`config.mk`:
```
export PLATFORM = sky130hd
export DESIGN_NAME = was_shutdown
export DESIGN_NICKNAME = d
export VERILOG_FILES = /design/src/core/was_pkg.sv /design/src/core/was_shutdown.sv /design/src/core/was_sync.sv
export VERILOG_INCLUDE_DIRS = /design/src /design/src/core
export SDC_FILE = /design/constraint.sdc
export NUM_CORES = 1
export LEC_CHECK = 0
export BUFFER_PORTS_ARGS = -buffer_cell sky130_fd_sc_hd__buf_2
export CAP_MARGIN = 10
export CORE_AREA = 4 4 48 50
export CTS_CLUSTER_SIZE = 20
export DETAILED_ROUTE_END_ITERATION = 7
export DIE_AREA = 0 0 52 54
export GPL_TIMING_DRIVEN = 0
export PLACE_DENSITY = 0.73
export SYNTH_ARGS = -nofsm -noshare
export SYNTH_HDL_FRONTEND = slang
export SYNTH_HIERARCHICAL = 1
export SYNTH_SLANG_ARGS = --single-unit
```
`constraint.sdc`:
```
create_clock -name ref_clk_i -period 2.9 [get_ports ref_clk_i]
set_clock_uncertainty 0.15 [all_clocks]
set_input_delay 0.725 -clock ref_clk_i [delete_from_list [all_inputs] [get_ports ref_clk_i]]
set_output_delay 0.725 -clock ref_clk_i [all_outputs]
set_load 0.1 [all_outputs]
```
`src/core/was_params.svh`:
```
// Constants and reset values for the waveform auto-shutdown block
`ifndef WAS_PARAMS_SVH
`define WAS_PARAMS_SVH
`define WAS_NUM_SRC       4
`define WAS_SRC_CMP1      0
`define WAS_SRC_CMP2      1
`define WAS_SRC_LC2       2
`define WAS_SRC_FLT       3
`define WAS_SEL_RST       4'h0
`define WAS_OVR_RST       2'h0
`define WAS_FORCE_RST     1'b0
`define WAS_FLAG_RST      1'b0
`define WAS_WAVE_RST      1'b0
`define WAS_SYNC_STAGES   3
`endif

```
`src/core/was_pkg.sv`:
```
// Types for the waveform auto-shutdown block
package was_pkg;
	typedef enum logic [1:0] {
		WAS_RUN      = 2'b00,
		WAS_SHUT     = 2'b01,
		WAS_WAIT_RISE = 2'b10
	} was_state_t;
endpackage : was_pkg

```
`src/core/was_shutdown.sv`:
```
// Auto-shutdown control for the complementary waveform unit outputs
`timescale 1ns/1ps
`default_nettype none
`include "was_params.svh"
// Function
// Force bit set puts unit in shutdown with override output levels.
// Without auto-restart, shutdown lasts while force bit stays set.
// With auto-restart, hardware clears force bit, resumes at input rise.
// Enabled external source active switches outputs to override at once.
// Sources selectable in any mix: comparators, logic cell, fault pin.
// Active source holds shutdown unless auto-shutdown is disabled.
// Source levels and restart edge synchronised before restart logic.
module was_shutdown (
	input  wire logic       ref_clk_i,                  // Generator clock
	input  wire logic       rst_i,                      // Async reset, high
	input  wire logic       shutdown_enable_i,          // Auto-shutdown on
	input  wire logic       auto_restart_i,             // Auto-restart on
	input  wire logic       force_set_i,                // Pulse: set force
	input  wire logic       force_clr_i,                // Pulse: clear force
	input  wire logic [3:0] source_select_i,            // Source enables
	input  wire logic [1:0] override_level_i,           // Override B/A
	input  wire logic       comparator_one_async_out_i, // Comparator one
	input  wire logic       comparator_two_async_out_i, // Comparator two
	input  wire logic       logic_cell_two_out_i,       // Logic cell two
	input  wire logic       fault_pin_input_i,          // Fault pin, high
	input  wire logic       wave_in_i,                  // Generator input
	input  wire logic [1:0] gen_out_i,                  // Normal B/A levels
	output logic [1:0]      wave_out_o,                 // To power stage
	output logic            shutdown_force_bit_o,       // Force bit
	output logic            shutdown_active_o           // Shutdown flag
);
	// Control state
	was_pkg::was_state_t state;
	was_pkg::was_state_t next_state;
	logic                force_bit;
	logic                next_force_bit;

	// Raw and synchronised views of the asynchronous inputs
	logic [3:0]          src_sync;
	logic [3:0]          src_raw;
	logic                wave_sync;
	logic                wave_prev;
	logic                next_wave_prev;
	logic                rise;

	// Decoded conditions
	logic                src_hit_sync;
	logic                src_hit_raw;
	logic                in_shut;
	logic                take_override;

	// Next values of the registered outputs
	logic [1:0]          next_wave_out;
	logic                next_force_out;
	logic                next_active;

	// Selected-source test, used on the raw and the synchronised path
	function automatic logic sel_hit(
		input logic       en,
		input logic [3:0] lvl,
		input logic [3:0] sel
	);
		sel_hit = en && (|(lvl & sel));
	endfunction : sel_hit

	// Gather sources in a fixed bit order
	assign src_raw[`WAS_SRC_CMP1] = comparator_one_async_out_i;
	assign src_raw[`WAS_SRC_CMP2] = comparator_two_async_out_i;
	assign src_raw[`WAS_SRC_LC2]  = logic_cell_two_out_i;
	assign src_raw[`WAS_SRC_FLT]  = fault_pin_input_i;

	// Synchronise each source level and the input wave
	genvar gi;
	generate
		for (gi = 0; gi < `WAS_NUM_SRC; gi++) begin : g_src
			was_sync u_sync (
				.ref_clk_i (ref_clk_i),
				.rst_i     (rst_i),
				.async_i   (src_raw[gi]),
				.level_o   (src_sync[gi])
			);
		end
	endgenerate

	was_sync u_wave_sync (
		.ref_clk_i (ref_clk_i),
		.rst_i     (rst_i),
		.async_i   (wave_in_i),
		.level_o   (wave_sync)
	);

	// Any enabled source; raw path for the output, synced path for state.
	// The raw path is what makes the override fast; the synced path decides
	// when the state machine enters and may let go, so a glitch on a pin can
	// force the outputs for one cycle but never releases them early.
	assign src_hit_raw  = sel_hit(shutdown_enable_i, src_raw,
		source_select_i);
	assign src_hit_sync = sel_hit(shutdown_enable_i, src_sync,
		source_select_i);

	// Restart edge on the synchronised wave; both flops reset low, so no
	// false edge follows reset while the pin idles low
	assign rise = wave_sync && !wave_prev;

	// Any state other than running keeps the override on
	assign in_shut = (state != was_pkg::WAS_RUN);

	// Force bit and shutdown state.
	// Software and hardware share the force bit: a set pulse wins over a
	// simultaneous clear and over the restart clear, so a fresh request is
	// never lost. Disabling auto-shutdown drops a source-held shutdown at
	// once but leaves a software shutdown in place.
	always_comb begin
		next_force_bit = force_bit;
		next_state     = state;
		if (force_clr_i) begin
			next_force_bit = 1'b0;
		end
		// Set beats a simultaneous clear
		if (force_set_i) begin
			next_force_bit = 1'b1;
		end
		if (!shutdown_enable_i && !next_force_bit) begin
			// Disabling auto-shutdown is the only way out under a live source
			next_state = was_pkg::WAS_RUN;
		end else begin
			case (state)
				was_pkg::WAS_RUN: begin
					if (next_force_bit || src_hit_sync) begin
						next_state = was_pkg::WAS_SHUT;
					end
				end
				was_pkg::WAS_SHUT: begin
					if (src_hit_sync) begin
						next_state = was_pkg::WAS_SHUT;
					end else if (auto_restart_i) begin
						next_state = was_pkg::WAS_WAIT_RISE;
					end else if (!next_force_bit) begin
						next_state = was_pkg::WAS_RUN;
					end
				end
				was_pkg::WAS_WAIT_RISE: begin
					// Auto-restart withdrawn while waiting: back to the
					// software-held shutdown, force bit untouched
					if (src_hit_sync || force_set_i || !auto_restart_i) begin
						next_state = was_pkg::WAS_SHUT;
					end else if (rise) begin
						next_force_bit = 1'b0;
						next_state     = was_pkg::WAS_RUN;
					end
				end
				default: begin
					// Unused code: fail safe into shutdown
					next_state = was_pkg::WAS_SHUT;
				end
			endcase
		end
	end

	// Register state and force bit
	always_ff @(posedge ref_clk_i or posedge rst_i) begin
		if (rst_i) begin
			state     <= was_pkg::WAS_RUN;
			force_bit <= `WAS_FORCE_RST;
		end else begin
			state     <= next_state;
			force_bit <= next_force_bit;
		end
	end

	// Override whenever shut, forced, or a raw source is live.
	// Outputs come from flops, so "immediate" costs one generator clock;
	// the sync delay of the sources is kept off this path.
	assign take_override = src_hit_raw || in_shut
		|| force_set_i || force_bit;

	// Next output levels and flags
	always_comb begin
		next_wave_prev = wave_sync;
		next_force_out = next_force_bit;
		next_active    = (next_state != was_pkg::WAS_RUN);
		if (take_override) begin
			next_wave_out = override_level_i;
		end else begin
			next_wave_out = gen_out_i;
		end
	end

	// Register outputs and the edge detector history
	always_ff @(posedge ref_clk_i or posedge rst_i) begin
		if (rst_i) begin
			wave_prev            <= `WAS_WAVE_RST;
			wave_out_o           <= `WAS_OVR_RST;
			shutdown_force_bit_o <= `WAS_FORCE_RST;
			shutdown_active_o    <= `WAS_FLAG_RST;
		end else begin
			wave_prev            <= next_wave_prev;
			wave_out_o           <= next_wave_out;
			shutdown_force_bit_o <= next_force_out;
			shutdown_active_o    <= next_active;
		end
	end

	// Limitations worth knowing:
	// - A source that clears less than one clock before a restart edge
	//   may still be seen by the synced path and delay the restart until
	//   the next rising edge of the input wave.
	// - The restart edge is taken from the synchronised wave, so a pulse
	//   shorter than two generator clocks can be missed.
	// - Override levels are sampled every clock; changing them during a
	//   shutdown moves the outputs on the next edge.
endmodule : was_shutdown
`default_nettype wire

```
`src/core/was_sync.sv`:
```
// Three-stage synchroniser with agreement filter for one pin level
`timescale 1ns/1ps
`default_nettype none
module was_sync (
	input  wire logic ref_clk_i,   // Generator clock
	input  wire logic rst_i,       // Async reset, active high
	input  wire logic async_i,     // Level from outside the clock domain
	output logic      level_o      // Filtered synchronous level
);
	logic [2:0] stage;
	logic [2:0] next_stage;
	logic       next_level;

	// Stage one feeds stage two only; level moves when two and three agree
	always_comb begin
		next_stage = {stage[1:0], async_i};
		next_level = level_o;
		if (stage[1] == stage[2]) begin
			next_level = stage[2];
		end
	end

	// Register stages
	always_ff @(posedge ref_clk_i or posedge rst_i) begin
		if (rst_i) begin
			stage   <= 3'h0;
			level_o <= 1'b0;
		end else begin
			stage   <= next_stage;
			level_o <= next_level;
		end
	end
endmodule : was_sync
`default_nettype wire

```
==> summary.txt <==
Setup path
  – Required @ worst endpoint: 2.03 ns
  – Crit-path cells: buf_2
  – Buf+Inv Stages, Crit Path: 1
  – Capturing element type of the critical path: output port
  – CP delay by family, top: buffers and inverters
  – Largest fanout on the critical path: 4
  – Crit-path max cell delay: 0.45 ns
  – CP Data Arrival Time: 1.18 ns
  – Crit start category: flip-flop
  – Setup CP Type: flip-flop to output port
  – Highest-delay cell along the critical path: buf_2

Layout
  – Final cell count without fillers: 122
  – Antenna cells: 0
  – Final #Nets: 115
  – P&R area growth vs syn: 17.7%
  – Filler Cell Count: 175
  – Fin area: 0.00114 mm2
  – Util after Layout: 0.600
  – Layout cells sized above 1: 0.368

GRT
  – GR Util All Layers: 0.138
  – Number of global-route vias before repair: 618
  – GRT met1 Usage: 0.156
  – First-pass GRT wire length: 2.72 mm
  – Largest net degree at the start of global routing: 16
  – M2 GR Usage: 0.238
  – Most Used Layer, Global Route: met2
  – GR Util met3: 0.0582
  – Initial antenna violation count: 0
  – Total grt overflow: 0

Synthesis
  – Count leader, synth: dfrtp_1
  – EDFF count, synth: 0
  – Xor/xnor share of the synthesized area: 0
  – Async SR Flop Fraction: 1.00
  – Simple-gate share of the synthesized area: 0.0684
  – Post-Syn Instances: 69
  – Syn nets: 88
  – Largest family of logic cells by synthesized area: compound AO/OA/AOI/OAI gates
  – Top FF cell, synth: dfrtp_1
  – Mux contribution to synthesized area: 0.0232
  – Mapped Avg Cell Area: 14.1 um2
  – Adder-Cell Fraction of Synth Area: 0.0581
  – Yosys reg bits: 27
  – Synth top cells by count: 27 x dfrtp_1, 8 x inv_1, 5 x maj3_2
  – Post-synth top area cell: dfrtp_1
  – Synth area leaders: dfrtp_1 70%, maj3_2 5.8%, inv_1 3.1%, mux2_1 2.3%, a22o_1 1.8%
  – Post-synthesis compound-gate area fraction: 0.123
  – Synthesized area: 970 um2
  – Warnings, synthesis: 6
  – Register area share after synthesis: 0.697
  – Post-synth cell types: 23
  – Post-synth top area share: 0.697

Floorplanning
  – Total core area: 0.00190 mm2
  – Die area: 0.00281 mm2
  – Row cnt: 16
  – Top-Level Pins: 23
  – Effective utilization at floorplan: 0.510
  – Die span in x: 52 um
  – Die Ht: 54 um

Min path
  – Worst hold-check path type: input port to asynchronous set/reset pin

STA
  – Setup Viol. Count Final: 0
  – Fin. max-slew vios: 0
  – Setup TNS: 0 ns
  – Max_slew headroom: 0.677
  – Crit share post-route: 0.709
  – Hold Fails Final Rpt: 0
  – Crit path time final: 2.06 ns
  – Final WS setup: 0.844 ns
  – Max Freq: 0.486 GHz
  – Slew @ Worst Pin: 0.488 ns
  – RSZ-0062 raised after global routing: false

Pwr
  – Reg power frac: 0.624
  – Clock power share: 0.221
  – Net load switching power: 0.182 mW
  – Comb pwr share: 0.155
  – Lkg Pwr: 0.548 nW
  – Int Power: 0.492 mW
  – Net Sw Frac: 0.270
  – Peak VDD IR: 0.418 mV
  – Pwr per Cell Area: 590 mW/mm2

Clock network
  – Clk sinks: 27
  – Clock buffer count from CTS: 3
  – Hold-fix buffers, CTS: 0
  – Setup Fix Bufs, Post-CTS: 0
  – CTS Buffer Depth: 2
  – Clock Latency Late Sink: 0.31 ns
  – H-tree Lvls: 1
  – Post-cts resize count: 0
  – CTS tree: yes
  – Clock Pin Slew Worst Setup and Hold Paths: 0.13 ns
  – Clock tree root driver cell: clkbuf_4

Drt
  – Pre-antenna DRT Iters: 4
  – Total wire length: 1.62 mm
  – Post-route ant nets: 0
  – Vias per inst: 5.04
  – DRT iter0 DRCs: 14
  – Wire per inst: 13.2 um
  – Residual DRC count: 0
  – Via Count: 615

Placed design
  – Buffers on Ports: 22
  – Placed cell count: 118
  – Placed cell areas: 0.00111 mm2
  – Pre-CTS WS: 0.960 ns
  – GP Congestion: 0.865
  – Dpl hpwl: 1.29 mm

Run
  – Max-cap check violation count: 0

Status
  – Status: complete, no violations
==> cell usage in the layout, fill, tap and decap left out, drive strengths merged, types with 2 or more instances in the layout <==
master	count
clkbuf	3
nor2	2
a21oi	3
a22o	3
nand2	3
a31oi	2
mux2	2
buf	22
a22oi	2
maj3	5
dfrtp	27
inv	8
o21ai	4
==> per-layer routing <==
| metal | up-vias | share of wire | routed length (um) |
|---|---|---|---|
| li1 | 296 | - | - |
| met4 | 0 | 0.0087 | 14 |
| met1 | 298 | 0.40 | 642 |
| met5 | - | 0 | 0 |
| met2 | 19 | 0.52 | 846 |
| met3 | 2 | 0.069 | 112 |
==> flip-flops by register name, indices dropped and copies added (netlist names) <==
signal and cells:
shutdown_force_bit_o 1, g_src.u_sync/stage 12, wave_prev 1, g_src.u_sync/level_o 4, u_wave_sync/level_o 1, wave_out_o 2, shutdown_active_o 1, u_wave_sync/stage 3
state 2
==> through the flow <==
| stage | total power, mW | hold slack [ns] |
|---|---|---|
| after floorplan | 0.499 | 0.181 |
| after global placement | 0.528 | 0.185 |
| after detailed placement | 0.532 | 0.187 |
| after CTS | 0.685 | 0.154 |
| after global routing | 0.716 | 0.158 |
| final | 0.674 | 0.169 |
==> worst paths after layout <==
check | to | depth (start not counted) | slack, ns | startpoint
max | shutdown_force_bit_o | 1 | 0.84 | shutdown_force_bit_o
min | g_src[1].u_sync/level_o | 2 | 0.17 | rst_i
max reg2reg | state[0] | 4 | 1.54 | state[1]
min reg2reg | g_src[2].u_sync/stage[1] | 0 | 0.21 | g_src[2].u_sync/stage[0]
max in group asynchronous | shutdown_force_bit_o | 2 | 2.16 | rst_i
min in group ref_clk_i | g_src[2].u_sync/stage[1] | 0 | 0.21 | g_src[2].u_sync/stage[0]
==> final cells by class <==
cell class | count | area, um2 | share of cell area
well taps | 27 | 33.8 | 0.0296
multi-input cells | 34 | 264 | 0.231
clock inverters | 1 | 5.00 | 0.00439
inverters | 8 | 30.0 | 0.0263
flip-flops and latches | 27 | 676 | 0.592
clock buffers | 3 | 22.5 | 0.0197
repair buffers | 22 | 110 | 0.0965
==> kinds of logic after synthesis <==
logic type / after synthesis
muxes: 2
buffers and inverters: 8
DFF: 27
AOI/OAI and AO/OA: 17
adders and majority gates: 5
and+or+nand+nor: 10
==> power by group through the flow <==
stage,combinational [mW],clock (mW),sequential [mW]
floorplan,0.0450,0,0.454
global placement,0.102,0,0.427
detailed placement,0.104,0,0.428
CTS,0.106,0.159,0.421
global route,0.114,0.178,0.424
finish,0.105,0.149,0.420
(Power assumes the default switching activity.)
